[config.mk]
export PLATFORM = sky130hd
export DESIGN_NAME = pixel_cache_ctrl
export DESIGN_NICKNAME = d
export VERILOG_FILES = /design/src/common/pcache_pkg.sv /design/src/verilog/pcache_edge_detect.sv /design/src/verilog/pcache_op_sequencer.sv /design/src/verilog/pixel_cache_ctrl.sv
export SDC_FILE = /design/constraint.sdc
export NUM_CORES = 1
export LEC_CHECK = 0
export CORE_ASPECT_RATIO = 1.75
export CORE_UTILIZATION = 46
export CTS_CLUSTER_SIZE = 25
export DETAILED_ROUTE_END_ITERATION = 12
export DONT_BUFFER_PORTS = 1
export PLACE_DENSITY = 0.7
export SLEW_MARGIN = 20
export SYNTH_ARGS = -nofsm -noshare
export SYNTH_HDL_FRONTEND = slang
export SYNTH_SLANG_ARGS = --single-unit
[constraint.sdc]
create_clock -name clk_in -period 1.6 [get_ports clk_in]
set_input_delay 0.16 -clock clk_in [delete_from_list [all_inputs] [get_ports clk_in]]
set_output_delay 0.16 -clock clk_in [all_outputs]
set_load 0.01 [all_outputs]
[src/common/pcache_pkg.sv]
// Package for the pixel cache mode and maintenance block: register
// offsets, field positions, reset values and default operation lengths.
// Assumes a 32-bit register port addressed by byte offset.
package pcache_pkg;

	// Register byte offsets
	localparam logic [15:0] OTHER_MODE_OFS  = 16'h0180;
	localparam logic [15:0] ENGINE_MODE_OFS = 16'h1744;
	localparam logic [15:0] CTLSTAT_OFS     = 16'h1748;

	// Mode register layout, identical in both mode registers
	localparam int MODE_WIDTH         = 9;
	localparam logic [8:0] MODE_RESET = 9'h000;
	localparam int HOST_YIELD_BIT     = 0;
	localparam int FLUSH_RISE_EN_BIT  = 1;
	localparam int FLUSH_FALL_EN_BIT  = 2;
	localparam int BYPASS_BIT         = 3;
	localparam int HALF_CAP_BIT       = 4;
	localparam int IGNORE_MERGE_BIT   = 5;
	localparam int IGNORE_WR_LOCK_BIT = 6;
	localparam int IGNORE_RD_LOCK_BIT = 7;
	localparam int PURGE_RISE_EN_BIT  = 8;

	// Maintenance control/status layout
	localparam int ENG_FLUSH_LSB        = 0;
	localparam int ENG_RI_LSB           = 2;
	localparam int OTH_FLUSH_LSB        = 4;
	localparam int OTH_RI_LSB           = 6;
	localparam int PURGE_STATUS_BIT     = 25;
	localparam int EDGE_FLUSH_STAT_BIT  = 26;
	localparam int ENG_BUSY_STAT_BIT    = 29;
	localparam int OTH_BUSY_STAT_BIT    = 30;
	localparam logic [1:0] FIELD_RESET  = 2'h0;
	localparam logic [1:0] FIELD_ALL    = 2'h3;
	localparam logic [31:0] READ_ZERO   = 32'h0000_0000;

	// Default lengths of maintenance walks, in cache clocks
	localparam int DEF_FLUSH_CYCLES = 64;
	localparam int DEF_RI_CYCLES    = 32;

	// Sequencer states
	typedef enum logic {
		SEQ_IDLE,
		SEQ_RUN
	} seq_state_t;

endpackage

[src/verilog/pcache_edge_detect.sv]
// Edge detector for one external request level.
// Assumes the input is already synchronous to clk_in.
`timescale 1ns/1ps
`default_nettype none
module pcache_edge_detect (
	input  wire logic clk_in,
	input  wire logic rst_b_in,
	input  wire logic level_in,
	output logic      rise_out,
	output logic      fall_out
);
	logic sampled;
	logic previous;

	// Sample then keep the previous sample for comparison
	always_ff @(posedge clk_in or negedge rst_b_in) begin
		if (!rst_b_in) begin
			sampled  <= 1'b0;
			previous <= 1'b0;
		end else begin
			sampled  <= level_in;
			previous <= sampled;
		end
	end

	// One pulse per edge
	assign rise_out = sampled & ~previous;
	assign fall_out = ~sampled & previous;
endmodule // pcache_edge_detect
`default_nettype wire

[src/verilog/pcache_op_sequencer.sv]
// Counter that walks one maintenance operation over the cache lines.
// Assumes start_in is a one-cycle pulse; a start while running restarts.
`timescale 1ns/1ps
`default_nettype none
module pcache_op_sequencer
	import pcache_pkg::*;
#(
	parameter int LENGTH = DEF_FLUSH_CYCLES
) (
	input  wire logic clk_in,
	input  wire logic rst_b_in,
	input  wire logic start_in,
	output logic      busy_out,
	output logic      done_out
);
	localparam int CW = $clog2(LENGTH + 1);
	localparam logic [CW-1:0] LAST = CW'(LENGTH - 1);

	seq_state_t     state;
	logic [CW-1:0]  count;

	// Restart wins over completion in the same cycle
	always_ff @(posedge clk_in or negedge rst_b_in) begin
		if (!rst_b_in) begin
			state <= SEQ_IDLE;
			count <= '0;
		end else begin
			case (state)
				SEQ_IDLE: begin
					if (start_in) begin
						state <= SEQ_RUN;
						count <= '0;
					end
				end
				SEQ_RUN: begin
					if (start_in) begin
						count <= '0;
					end else if (count == LAST) begin
						state <= SEQ_IDLE;
					end else begin
						count <= count + 1'b1;
					end
				end
				default: state <= SEQ_IDLE;
			endcase
		end
	end

	assign busy_out = (state == SEQ_RUN);
	assign done_out = (state == SEQ_RUN) && (count == LAST) && !start_in;
endmodule // pcache_op_sequencer
`default_nettype wire

[src/verilog/pixel_cache_ctrl.sv]
// Mode and maintenance control for the pixel cache: mode registers,
// flush and read-invalidate control, client admission and busy report.
// Assumes a simple synchronous register port and synchronous inputs.
`timescale 1ns/1ps
`default_nettype none
module pixel_cache_ctrl
	import pcache_pkg::*;
#(
	parameter int FLUSH_CYCLES = DEF_FLUSH_CYCLES,
	parameter int RI_CYCLES    = DEF_RI_CYCLES
) (
	input  wire logic        clk_in,
	input  wire logic        rst_b_in,
	input  wire logic        reg_wr_in,
	input  wire logic        reg_rd_in,
	input  wire logic [15:0] reg_addr_in,
	input  wire logic [31:0] reg_wdata_in,
	output logic      [31:0] reg_rdata_out,
	input  wire logic        engine_busy_in,
	input  wire logic        external_flush_request,
	input  wire logic        external_purge_request,
	input  wire logic        alternate_pixel_format_mode,
	input  wire logic        merge_ways_hint,
	input  wire logic        engine_req_in,
	input  wire logic        host_req_in,
	input  wire logic        host_wr_lock_hint_in,
	input  wire logic        host_rd_lock_hint_in,
	output logic             engine_grant_out,
	output logic             host_grant_out,
	output logic             mem_pass_through_out,
	output logic             half_capacity_out,
	output logic             alloc_four_way_out,
	output logic             flush_active_out,
	output logic       [1:0] flush_channel_out,
	output logic             invalidate_active_out,
	output logic             purge_busy_out,
	output logic             rise_edge_flush_busy_out,
	output logic             fall_edge_flush_busy_out,
	output logic             engine_busy_out,
	output logic             other_busy_out
);
	logic [MODE_WIDTH-1:0] engine_mode_setup;
	logic [MODE_WIDTH-1:0] other_agent_mode_setup;
	logic [MODE_WIDTH-1:0] mode;
	logic [1:0] engine_flush_field;
	logic [1:0] other_flush_field;
	logic [1:0] engine_read_invalidate_field;
	logic [1:0] other_read_invalidate_field;
	logic rise_edge_flush_busy;
	logic fall_edge_flush_busy;
	logic purge_busy;
	logic flush_rise;
	logic flush_fall;
	logic purge_rise;
	logic wr_ctl;
	logic [1:0] wr_eng_flush;
	logic [1:0] wr_oth_flush;
	logic [1:0] wr_eng_ri;
	logic [1:0] wr_oth_ri;
	logic flush_rise_go;
	logic flush_fall_go;
	logic purge_go;
	logic flush_start;
	logic ri_start;
	logic flush_busy;
	logic flush_done;
	logic ri_busy;
	logic ri_done;
	logic engine_block;
	logic host_block;
	logic host_lock;
	logic host_waiting;
	logic edge_flush_status;
	logic engine_busy_status;
	logic other_busy_status;

	// Register select helper for the single-word port
	function automatic logic hit(input logic [15:0] a, input logic [15:0] o);
		hit = (a == o);
	endfunction

	// Effective mode is the union of both setup copies
	assign mode = engine_mode_setup | other_agent_mode_setup;

	pcache_edge_detect u_flush_edge (
		.clk_in   (clk_in),
		.rst_b_in (rst_b_in),
		.level_in (external_flush_request),
		.rise_out (flush_rise),
		.fall_out (flush_fall)
	);

	pcache_edge_detect u_purge_edge (
		.clk_in   (clk_in),
		.rst_b_in (rst_b_in),
		.level_in (external_purge_request),
		.rise_out (purge_rise),
		.fall_out ()
	);

	// Control writes: a zero bit writes nothing
	assign wr_ctl       = reg_wr_in && hit(reg_addr_in, CTLSTAT_OFS);
	assign wr_eng_flush = wr_ctl ? reg_wdata_in[ENG_FLUSH_LSB +: 2] : 2'h0;
	assign wr_oth_flush = wr_ctl ? reg_wdata_in[OTH_FLUSH_LSB +: 2] : 2'h0;
	assign wr_eng_ri    = wr_ctl ? reg_wdata_in[ENG_RI_LSB +: 2] : 2'h0;
	assign wr_oth_ri    = wr_ctl ? reg_wdata_in[OTH_RI_LSB +: 2] : 2'h0;

	// edge flush gated by enable and bypass
	assign flush_rise_go = flush_rise && mode[FLUSH_RISE_EN_BIT]
		&& !mode[BYPASS_BIT];
	assign flush_fall_go = flush_fall && mode[FLUSH_FALL_EN_BIT]
		&& !mode[BYPASS_BIT];
	// purge edge gated by enable and bypass
	assign purge_go = purge_rise && mode[PURGE_RISE_EN_BIT]
		&& !mode[BYPASS_BIT];

	// any new bit restarts the shared flush
	assign flush_start = (|wr_eng_flush) || (|wr_oth_flush)
		|| flush_rise_go || flush_fall_go || purge_go;
	// any new bit restarts the shared invalidate
	assign ri_start = (|wr_eng_ri) || (|wr_oth_ri) || purge_go;

	// One flush walk shared by all requesters
	pcache_op_sequencer #(
		.LENGTH (FLUSH_CYCLES)
	) u_flush_seq (
		.clk_in   (clk_in),
		.rst_b_in (rst_b_in),
		.start_in (flush_start),
		.busy_out (flush_busy),
		.done_out (flush_done)
	);

	// One invalidate walk shared by all requesters
	pcache_op_sequencer #(
		.LENGTH (RI_CYCLES)
	) u_ri_seq (
		.clk_in   (clk_in),
		.rst_b_in (rst_b_in),
		.start_in (ri_start),
		.busy_out (ri_busy),
		.done_out (ri_done)
	);

	// Mode setup registers; written only while idle by agreement
	always_ff @(posedge clk_in or negedge rst_b_in) begin
		if (!rst_b_in) begin
			engine_mode_setup      <= MODE_RESET;
			other_agent_mode_setup <= MODE_RESET;
		end else if (reg_wr_in) begin
			if (hit(reg_addr_in, ENGINE_MODE_OFS)) begin
				engine_mode_setup <= reg_wdata_in[MODE_WIDTH-1:0];
			end
			if (hit(reg_addr_in, OTHER_MODE_OFS)) begin
				other_agent_mode_setup <= reg_wdata_in[MODE_WIDTH-1:0];
			end
		end
	end

	// flush fields hold until done; a new set wins
	always_ff @(posedge clk_in or negedge rst_b_in) begin
		if (!rst_b_in) begin
			engine_flush_field <= FIELD_RESET;
			other_flush_field  <= FIELD_RESET;
		end else begin
			engine_flush_field <= (flush_done ? FIELD_RESET
				: engine_flush_field) | wr_eng_flush;
			other_flush_field  <= (flush_done ? FIELD_RESET
				: other_flush_field) | wr_oth_flush;
		end
	end

	// edge status stays until the shared flush completes
	always_ff @(posedge clk_in or negedge rst_b_in) begin
		if (!rst_b_in) begin
			rise_edge_flush_busy <= 1'b0;
			fall_edge_flush_busy <= 1'b0;
		end else begin
			rise_edge_flush_busy <= (rise_edge_flush_busy && !flush_done)
				|| flush_rise_go;
			fall_edge_flush_busy <= (fall_edge_flush_busy && !flush_done)
				|| flush_fall_go;
		end
	end

	// invalidate fields hold until marking completes
	always_ff @(posedge clk_in or negedge rst_b_in) begin
		if (!rst_b_in) begin
			engine_read_invalidate_field <= FIELD_RESET;
			other_read_invalidate_field  <= FIELD_RESET;
		end else begin
			engine_read_invalidate_field <= (ri_done ? FIELD_RESET
				: engine_read_invalidate_field) | wr_eng_ri;
			other_read_invalidate_field  <= (ri_done ? FIELD_RESET
				: other_read_invalidate_field) | wr_oth_ri;
		end
	end

	// purge holds until both its flush and invalidate walks end
	always_ff @(posedge clk_in or negedge rst_b_in) begin
		if (!rst_b_in) begin
			purge_busy <= 1'b0;
		end else begin
			purge_busy <= purge_go || (purge_busy
				&& (flush_busy && !flush_done || ri_busy && !ri_done));
		end
	end

	assign engine_block = |engine_read_invalidate_field;
	assign host_block   = |other_read_invalidate_field;
	assign host_waiting = host_req_in && !host_grant_out;
	// host may lock source/Z only where its hint is honoured
	assign host_lock = host_waiting
		&& (host_wr_lock_hint_in && !mode[IGNORE_WR_LOCK_BIT]
		|| host_rd_lock_hint_in && !mode[IGNORE_RD_LOCK_BIT]);

	always_ff @(posedge clk_in or negedge rst_b_in) begin
		if (!rst_b_in) begin
			engine_grant_out <= 1'b0;
			host_grant_out   <= 1'b0;
		end else begin
			engine_grant_out <= engine_req_in && !engine_block && !host_lock;
			host_grant_out   <= host_req_in && !host_block
				&& !(mode[HOST_YIELD_BIT] && engine_busy_in);
		end
	end

	always_ff @(posedge clk_in or negedge rst_b_in) begin
		if (!rst_b_in) begin
			mem_pass_through_out <= 1'b0;
			half_capacity_out    <= 1'b0;
			alloc_four_way_out   <= 1'b0;
		end else begin
			mem_pass_through_out <= mode[BYPASS_BIT];
			half_capacity_out    <= mode[HALF_CAP_BIT] && !mode[BYPASS_BIT]
				&& !alternate_pixel_format_mode;
			alloc_four_way_out   <= merge_ways_hint
				&& !mode[IGNORE_MERGE_BIT];
		end
	end

	// Status summaries
	assign edge_flush_status  = rise_edge_flush_busy || fall_edge_flush_busy;
	assign engine_busy_status = (|engine_flush_field)
		|| (|engine_read_invalidate_field);
	assign other_busy_status  = (|other_flush_field)
		|| (|other_read_invalidate_field);

	always_ff @(posedge clk_in or negedge rst_b_in) begin
		if (!rst_b_in) begin
			flush_active_out         <= 1'b0;
			flush_channel_out        <= FIELD_RESET;
			invalidate_active_out    <= 1'b0;
			purge_busy_out           <= 1'b0;
			rise_edge_flush_busy_out <= 1'b0;
			fall_edge_flush_busy_out <= 1'b0;
			engine_busy_out          <= 1'b0;
			other_busy_out           <= 1'b0;
		end else begin
			flush_active_out         <= flush_busy;
			flush_channel_out        <= (edge_flush_status || purge_busy)
				? FIELD_ALL : (engine_flush_field | other_flush_field);
			invalidate_active_out    <= ri_busy;
			purge_busy_out           <= purge_busy;
			rise_edge_flush_busy_out <= rise_edge_flush_busy;
			fall_edge_flush_busy_out <= fall_edge_flush_busy;
			engine_busy_out          <= engine_busy_status;
			other_busy_out           <= other_busy_status;
		end
	end

	// Read data; reads have no side effects, unmapped reads give zero
	always_ff @(posedge clk_in or negedge rst_b_in) begin
		if (!rst_b_in) begin
			reg_rdata_out <= READ_ZERO;
		end else if (reg_rd_in) begin
			reg_rdata_out <= READ_ZERO;
			if (hit(reg_addr_in, ENGINE_MODE_OFS)) begin
				reg_rdata_out[MODE_WIDTH-1:0] <= engine_mode_setup;
			end else if (hit(reg_addr_in, OTHER_MODE_OFS)) begin
				reg_rdata_out[MODE_WIDTH-1:0] <= other_agent_mode_setup;
			end else if (hit(reg_addr_in, CTLSTAT_OFS)) begin
				reg_rdata_out[ENG_FLUSH_LSB +: 2] <= engine_flush_field;
				reg_rdata_out[ENG_RI_LSB +: 2] <= engine_read_invalidate_field;
				reg_rdata_out[OTH_FLUSH_LSB +: 2] <= other_flush_field;
				reg_rdata_out[OTH_RI_LSB +: 2] <= other_read_invalidate_field;
				reg_rdata_out[PURGE_STATUS_BIT]    <= purge_busy;
				reg_rdata_out[EDGE_FLUSH_STAT_BIT] <= edge_flush_status;
				reg_rdata_out[ENG_BUSY_STAT_BIT]   <= engine_busy_status;
				reg_rdata_out[OTH_BUSY_STAT_BIT]   <= other_busy_status;
			end
		end
	end
endmodule // pixel_cache_ctrl
`default_nettype wire
Word level (Yosys, flattened, before mapping)
Index checks and enable logic that the tools add are counted. Widths: inputs -> output; s select.

Register bits: 75. Word-level logic and storage cells: 160. ROM bits: 0. RAM bits: 0. Memories: 0. Bits in latches: 0.

Reduce and logical (&&, ||, !) cells: 69. Multipliers: 0. Bitwise logic cells: 14. Eq/ne operators: 9. Shifts and indexed selects: 0. Muxes and demuxes: 35. $lt $le $gt $ge: 0. $add $sub $neg: 2. Div/mod/pow operators: 0.

Operator list (count): $eq 16x13->1 const B (2); $mux 2 (15); $logic_and 1x1->1 (28); $mux 7 (3); $mux 6 (3); $eq 16x9->1 const B (1); $mux 8 (2); $reduce_or 2->1 (8); $logic_or 1x1->1 (15); $logic_not 1->1 (14); $pmux 7 s2 (1); $pmux 6 s2 (1); $or 2x2->2 (5); $mux 9 (1); $or 9x9->9 (1); $reduce_and 2->1 (4); $add 7x1->7 const B (1); $eq 7x6->1 const B (1); $mux 1 (7); $add 6x1->6 const B (1); $eq 6x5->1 const B (1); $ne 3x2->1 const B (2); $not 1->1 (5); $ne 2x1->1 const B (2); 2 further kinds (5).

Depth between registers and ports, before layout
Gate-level depths: netlist of run 1.

Word-level depth: 15. Depth in mapped cells: 6. Mapped depth without buffers: 5.

Cells and area by module
A second synthesis of run 1 with hierarchy kept.

Cell total of the unflattened synthesis: 315. Area total of the unflattened synthesis: 3644.7 um2.

Modules (own cells, without submodules): pixel_cache_ctrl (times used 1, cells each 227, area each 2685.1 um2); pcache_op_sequencer (u_flush_seq) (times used 1, cells each 37, area each 421.7 um2); pcache_op_sequencer (u_ri_seq) (times used 1, cells each 43, area each 407.9 um2); pcache_edge_detect (times used 2, cells each 4, area each 65.1 um2).

Least setup slack after synthesis of run 1
OpenSTA, ideal clock, no wires.

Kind: register to register. Start: reg engine_mode_setup[3]. End: reg engine_flush_field[0]. Period minus slack after synthesis: 1.574 ns. Setup slack: 0.026 ns. Cell stages (with the launch flop): 7. Library setup time: 0.066 ns. Arrival time: 1.508 ns. Path buffers: 1. Cells stage by stage: dfrtp_1 > or2_1 > buf_2 > nor4b_2 > nor3_1 > nand4_2 > a22o_1.

Word-level cells in the longest chain between the ends: 10. Elaborated cells between the ends (all ways): 12. Classes of those cells: 1 x mux; 2 x bitwise; 9 x reduce/logical.

RTL lines: start: declaration (RTL line pixel_cache_ctrl.sv:42) `logic [MODE_WIDTH-1:0] engine_mode_setup;`; start signal: assignment (RTL line pixel_cache_ctrl.sv:152) `engine_mode_setup <= reg_wdata_in[MODE_WIDTH-1:0];`; $or 9x9->9 (*) (RTL line pixel_cache_ctrl.sv:83) `assign mode = engine_mode_setup | other_agent_mode_setup;`; named net mode[3] (RTL line pixel_cache_ctrl.sv:44) `logic [MODE_WIDTH-1:0] mode;`; $logic_not 1->1 (*) (RTL line pixel_cache_ctrl.sv:110, pixel_cache_ctrl.sv:112, pixel_cache_ctrl.sv:115); $logic_and 1x1->1 (RTL line pixel_cache_ctrl.sv:110) `&& !mode[BYPASS_BIT];`; $logic_or 1x1->1 (2 in series) (RTL line pixel_cache_ctrl.sv:119) `|| flush_rise_go || flush_fall_go || purge_go;`; $logic_or 1x1->1 (*) (RTL line pixel_cache_ctrl.sv:119); $logic_not 1->1 (*) (RTL line pcache_op_sequencer.sv:50) `assign done_out = (state == SEQ_RUN) && (count == LAST) && !start_in;`; $logic_and 1x1->1 (*) (RTL line pcache_op_sequencer.sv:50); $mux 2 (*) (RTL line pixel_cache_ctrl.sv:166) `engine_flush_field <= (flush_done ? FIELD_RESET`; $or 2x2->2 (*) (RTL line pixel_cache_ctrl.sv:167) `: engine_flush_field) | wr_eng_flush;`; end signal: assignment (RTL line pixel_cache_ctrl.sv:166); end: declaration (RTL line pixel_cache_ctrl.sv:45) `logic [1:0] engine_flush_field;`.

Mark *: on every way through the listed nets, which the timed path passes. The rest lies on a longest branch. A chain may end at the register's enable or synchronous reset.

Worst setup path in the final report of run 1
Start: reg other_agent_mode_setup[3]. End: reg u_ri_seq.count[1].

Word-level cells in the longest chain between the ends: 6. Elaborated cells between the ends (all ways): 9. Classes of those cells: 2 x eq/ne; 2 x mux; 1 x bitwise; 4 x reduce/logical.

RTL lines: start: declaration (RTL line pixel_cache_ctrl.sv:43) `logic [MODE_WIDTH-1:0] other_agent_mode_setup;`; start signal: assignment (RTL line pixel_cache_ctrl.sv:155) `other_agent_mode_setup <= reg_wdata_in[MODE_WIDTH-1:0];`; $or 9x9->9 (*) (RTL line pixel_cache_ctrl.sv:83); $logic_not 1->1 (*) (RTL line pixel_cache_ctrl.sv:115) `&& !mode[BYPASS_BIT];`; $logic_and 1x1->1 (*) (RTL line pixel_cache_ctrl.sv:115); $logic_or 1x1->1 (*) (RTL line pixel_cache_ctrl.sv:121) `assign ri_start = (|wr_eng_ri) || (|wr_oth_ri) || purge_go;`; $mux 6, or another cell as far along (RTL line pcache_op_sequencer.sv:36) `if (start_in) begin`; $pmux 6 s2 or $reduce_and 2->1 (tied branches); end signal: assignment (RTL line pcache_op_sequencer.sv:41) `count <= count + 1'b1;`; end: declaration (RTL line pcache_op_sequencer.sv:20) `logic [CW-1:0] count;`.

Every way passes the cells marked *; elsewhere a longest branch is shown, timed or not.

==> impl_results.md, run 1 <==
- Max Slew Vio Count: 0
- CP arrival: 1.82 ns
- Critical Path RT: 1.82 ns
- Die area: 7860 um^2
- Most common cell after layout, fill and taps aside: dfrtp_1
- Final-report hold violation count: 75
- Post-synth top area share: 54.4%
- Final antenna-violating net count: 0
- Sequential fraction of the synthesis area: 54.4%
- Min-Delay Path Class: in2async
- Finished Layout Cells: 456
- Setup TNS: -0.00291 ns
- Residual DRC count: 0
- Max Fclk: 0.624 GHz
- Pre-Repair DR Iteration Count: 4
- FF-to-FF path depth: 6
- Clock Tree Buf Depth: 2
- Switching part of the total: 23.3%
- CP max-delay cell: dfrtp_1
- Failing checks: negative hold slack, negative setup slack
- TritonCTS clock tree: yes
- Placed cell areas: 3720 um^2
- Initial antenna violation count: 0
- P_int: 3.40 mW
- Setup Crit Path Kind: reg2reg
- DR vias: 2606
- R2R Path End: u_ri_seq.count[1]
- Total power: 4.43 mW
- Final setup fails: 1
- CP Launch Type: register
- GRT overflow: 0
- Largest area contributor in the netlist: dfrtp_1
- DRT Wirelength: 8110 um
- Syn. warnings: 0
- Critical path capture point type: register
- Tmin final: 1.60 ns
- Fin area: 4270 um^2
- Worst ir drop on vdd: 536 uV
- Max incr delay on CP: 0.38 ns
- Hold_buf cts: 15
- Post-Synthesis Cells: 309
- CTS Sinks: 75
- Post-Syn Area per Cell: 11.2 um^2
- Sw Pwr: 1.03 mW
- Final setup margin: -0.00291 ns
- EDFF count, synth: 0
- PD cells: 1040 nW/um^2
- Area growth syn-to-layout: 23.9%
- Run status: finished, violations left
- CP Cell Sequence: or2_4, nor4b_4, buf_4, a21o_1, buf_6, a21oi_1
- Most frequent cells in the layout: 75 x dfrtp_1, 36 x buf_4, 23 x a21oi_1, 22 x nor2_1, 19 x conb_1
- RSZ-0062 raised after global routing: true
- Leak Pwr: 2.01 nW
- Share of layout cells above drive strength 1: 25.9%
- Top cells by area, synth: dfrtp_1 54%, buf_4 4.4%, mux2_4 3.9%
- First-pass GRT wire length: 12500 um
- Gpl congestion: 0.797
- Ys async rst share: 100%
- Skew final: 0.00827 ns
- Largest net degree at the start of global routing: 76
- R2R setup slack: -0.003 ns
- Combinational Power Share: 8.8%
- Final HPWL DP: 5340 um
- Avg Vias per Cell: 5.71
- Max Fanout on Critical Path: 7
- FP Rows: 41
- Routed wire per std cell: 17.8 um
- Initial core utilization: 47.7%
- Die X-Extent: 67.5 um
- Root Buffer: clkbuf_16
- Sequential power share: 47.8%
- Primary FF master, synth: dfrtp_1
- Die height: 117 um
- Ant diodes: 0
- Placed cells: 420
- Overall routing resource usage: 22.0%
- Max_cap viols: 0
- Nets: 429
- Clock share of power: 43.4%
- FILL cells: 593
- Origin of the critical flop-to-flop path: other_agent_mode_setup[3]
- Smallest hold slack: -0.483 ns
- Core Area: 7230 um^2
- Layout Utilization: 59.1%
- Initial drt markers: 122
- Vias in the first global route: 2598
- TritonCTS Buffers: 9
- # IOs: 107
- H-tree Lvls: 3
- Post-route clock period utilization: 100%
- Clk_lat worst skew: 0.34 ns
- Reg clk slew, reported paths: 0.06 ns
- PortBufs: 0
- Unique masters post-synth: 56
- Yosys reg bits: 75
- Synthesized area: 3450 um^2
power by group through the flow:
| stage | registers (mW) | logic, mW | clock network [mW] |
|---|---|---|---|
| detailed placement | 2.14 | 0.266 | 0 |
| global route | 2.13 | 0.437 | 2.02 |
| global placement | 2.13 | 0.254 | 0 |
| finish | 2.12 | 0.391 | 1.92 |
| CTS | 2.11 | 0.309 | 1.95 |
| floorplan | 2.11 | 0.246 | 0 |
flip-flops by register name, summed over array words and instances, names as in the netlist, 2 cells and up:
| register | count |
|---|---|
| engine_flush_field | 2 |
| engine_mode_setup | 9 |
| engine_read_invalidate_field | 2 |
| flush_channel_out | 2 |
| other_agent_mode_setup | 9 |
| other_flush_field | 2 |
| other_read_invalidate_field | 2 |
| reg_rdata_out | 13 |
| u_flush_seq.count | 7 |
| u_ri_seq.count | 6 |
per-stage QoR:
| step | worst slack [ns] | hold WS, ns |
|---|---|---|
| 6_report | -0.00291 | -0.483 |
| 5_1_grt | -0.0581 | -0.492 |
| 4_1_cts | 0.00376 | -0.491 |
| 3_5_place_dp | -0.110 | -0.134 |
| 3_3_place_gp | -0.0546 | -0.134 |
| 2_1_floorplan | 0.0263 | -0.136 |
kinds of logic (layout without fill, tap and decap cells):
kind of cell,after synthesis,after routing,synth area share [%]
AOI/OAI and AO/OA,64,64,10.8
DFF,75,75,54.4
and+or+nand+nor,108,108,19.8
adders and majority gates,2,2,0.725
xor gates and xnor gates,6,6,1.52
muxes,17,17,6.53
buffers and inverters,36,79,6.13
other,1,19,0.109
synth_stat cells (all sizes together) (2+ instances only):
cell    count
dfrtp      75
nor2       26
a21oi      23
buf        22
o21ai      20
mux2       17
nand2      15
nand3      12
inv        10
o22ai       8
nand4       7
nor3        6
and4        5
nor4        5
nor4b       5
or4         5
xor2        5
a22o        4
and3        4
clkbuf      4
a21o        3
nand2b      3
nor2b       3
or3         3
ha          2
nor3b       2
or2         2
layer usage:
metal / wire length [um] / share of wire (%) / GRT usage (%)
met1: 3150 / 39 / 24.3
met4: 162 / 2.0 / 9.79
met3: 442 / 5.5 / 6.25
met2: 4360 / 54 / 38.1
met5: 0 / 0 / 0
critical path, delay by kind of cell (launching register included):
kind	cells	cell delay [ns]
AOI/OAI and AO/OA	2	0.18
buffers and inverters	2	0.32
DFF	1	0.38
and+or+nand+nor	2	0.60
worst max-delay path by stage:
stage                                    startpoint                    end  slack, ns
after floorplan                engine_mode_setup[3]  engine_flush_field[0]       0.03
after global placement         engine_mode_setup[3]   u_flush_seq.count[2]      -0.05
after detailed placement  other_agent_mode_setup[3]   other_flush_field[1]      -0.11
after CTS                         u_ri_seq.count[0]      u_ri_seq.count[3]      0.004
after global routing      other_agent_mode_setup[3]      u_ri_seq.busy_out      -0.06
final                     other_agent_mode_setup[3]      u_ri_seq.count[1]     -0.003
final cells by class:
class | count | area (um^2) | area share, %
clock buffer | 13 | 240 | 5.62
clock inverter | 2 | 37.5 | 0.878
inverter | 10 | 37.5 | 0.878
multi-input combinational | 216 | 1500 | 35.1
sequential | 75 | 1880 | 43.9
tap | 86 | 108 | 2.52
timing repair buffer | 54 | 472 | 11.0
timing repair:
item,CTS,global route
gates resized for setup,6,14
pin swaps,0,7
setup buffers,0,6
hold endpoints to repair,111,75
setup endpoints to repair,25,18
Note: power is estimated with default switching activity, not from simulation.
==> run 2, diff against run 1 <==
--- a/config.mk
+++ b/config.mk
@@ -11,6 +11,7 @@
 export DETAILED_ROUTE_END_ITERATION = 12
 export DONT_BUFFER_PORTS = 1
 export PLACE_DENSITY = 0.7
+export REMOVE_ABC_BUFFERS = 1
 export SLEW_MARGIN = 20
 export SYNTH_ARGS = -nofsm -noshare
 export SYNTH_HDL_FRONTEND = slang
==> impl_results.md, run 2 (synthesized netlist as in run 1, its figures left out) <==
- DRT Wirelength: 7820 um
- Core Area: 7230 um^2
- Worst ir drop on vdd: 478 uV
- PD cells: 1050 nW/um^2
- Most common cell after layout, fill and taps aside: dfrtp_1
- CP Cell Sequence: or2_4, buf_6, nor4b_4, nor3_2, nand2_2, buf_12, a311oi_2
- R2R setup slack: -0.02 ns
- H-tree Lvls: 3
- Critical Path RT: 1.80 ns
- Smallest hold slack: -0.482 ns
- Fin area: 4360 um^2
- Setup Crit Path Kind: reg2reg
- Max incr delay on CP: 0.38 ns
- Ant diodes: 0
- Max Fanout on Critical Path: 7
- PortBufs: 0
- DR vias: 2561
- Root Buffer: clkbuf_16
- Die height: 117 um
- Leak Pwr: 2.05 nW
- Tmin final: 1.62 ns
- Final antenna-violating net count: 0
- Top Registers: reg_rdata_out x13, engine_mode_setup x9, other_agent_mode_setup x9
- Die area: 7860 um^2
- Initial drt markers: 100
- CP arrival: 1.82 ns
- RSZ-0062 raised after global routing: true
- Share of layout cells above drive strength 1: 29.1%
- TritonCTS clock tree: yes
- Largest net degree at the start of global routing: 76
- FP Rows: 41
- # IOs: 107
- CP max-delay cell: dfrtp_1
- Die X-Extent: 67.5 um
- Placed cell areas: 3730 um^2
- CP Launch Type: register
- Residual DRC count: 0
- Routed wire per std cell: 17.0 um
- Run status: finished, violations left
- Gpl congestion: 0.844
- Max Slew Vio Count: 0
- GRT overflow: 0
- Total power: 4.58 mW
- Clk_lat worst skew: 0.34 ns
- Largest Register: reg_rdata_out
- Vias in the first global route: 2478
- Reg clk slew, reported paths: 0.06 ns
- Dpl ws: -0.0850 ns
- Post-route clock period utilization: 101%
- Skew final: 0.00653 ns
- Avg Vias per Cell: 5.57
- Initial core utilization: 47.7%
- Min-Delay Path Class: in2async
- Final setup fails: 11
- Final-report hold violation count: 75
- Pre-Repair DR Iteration Count: 4
- Max reg flops: 13
- Hold_buf cts: 15
- Max Fclk: 0.617 GHz
- Area growth syn-to-layout: 26.4%
- Most frequent cells in the layout: 74 x dfrtp_1, 39 x buf_4, 22 x a21oi_1, 20 x nor2_1, 19 x conb_1
- Max_cap viols: 0
- Clock Tree Buf Depth: 2
- Initial antenna violation count: 0
- Layout Utilization: 60.3%
- Failing checks: negative hold slack, negative setup slack
- Critical path capture point type: register
- First-pass GRT wire length: 12100 um
- Nets: 432
- Final HPWL DP: 5250 um
- TritonCTS Buffers: 9
- Overall routing resource usage: 21.2%
- CTS Sinks: 75
- Final setup margin: -0.0195 ns
[run 2: critical path, delay by kind of cell (launching register included)]
kind / cells / cell delay, ns
AOI/OAI and AO/OA: 1 / 0.03
buffers and inverters: 2 / 0.25
DFF: 1 / 0.38
and+or+nand+nor: 4 / 0.80
[run 2: final timing paths]
| check | startpoint | endpoint | cells after the start |
|---|---|---|---|
| max in group asynchronous | rst_b_in | engine_mode_setup[6] | 0 |
| min in group clk_in | reg_rd_in | reg_rdata_out[7] | 2 |
| worst max-delay path | engine_mode_setup[3] | u_flush_seq.count[6] | 7 |
| worst max register to register | engine_mode_setup[3] | u_flush_seq.count[6] | 7 |
| worst min-delay path | rst_b_in | mem_pass_through_out | 0 |
| worst min register to register | rise_edge_flush_busy | rise_edge_flush_busy_out | 0 |
[run 2: layout make-up]
type | count | area (um^2)
fill | 587 | 2870
sequential | 75 | 1880
tap | 86 | 108
timing repair buffer | 57 | 485
inverter | 10 | 37.5
clock buffer | 12 | 267
clock inverter | 4 | 47.5
multi-input combinational | 216 | 1540
[run 2: where the power goes]
part | switching [mW] | internal [mW]
combinational | 0.189 | 0.203
sequential | 0.121 | 2.00
clock | 0.742 | 1.33
total | 1.05 | 3.53
[run 2: timing repair]
item,CTS,global route
resized for setup,7,22
endpoints found under the hold margin,111,75
pin swaps,0,13
setup buffers,0,7
endpoints found under the setup margin,25,20
[run 2: stage by stage]
step                      instances  hold WS, ns  TNS, ns
after floorplan                 301       -0.136   -0.255
after global placement          422       -0.134    -1.06
after detailed placement        422       -0.135    -1.90
after CTS                       453       -0.495        0
after global routing            460       -0.493    -1.42
final                           460       -0.482  -0.0844
[run 2: routing by layer]
layer | global-route usage, % | wire length, um | vias to the layer above
li1 | - | - | 1191
met4 | 10.8 | 95 | 0
met2 | 34.3 | 4230 | 85
met5 | 0 | 0 | -
met3 | 5.76 | 393 | 9
met1 | 25.3 | 3090 | 1276
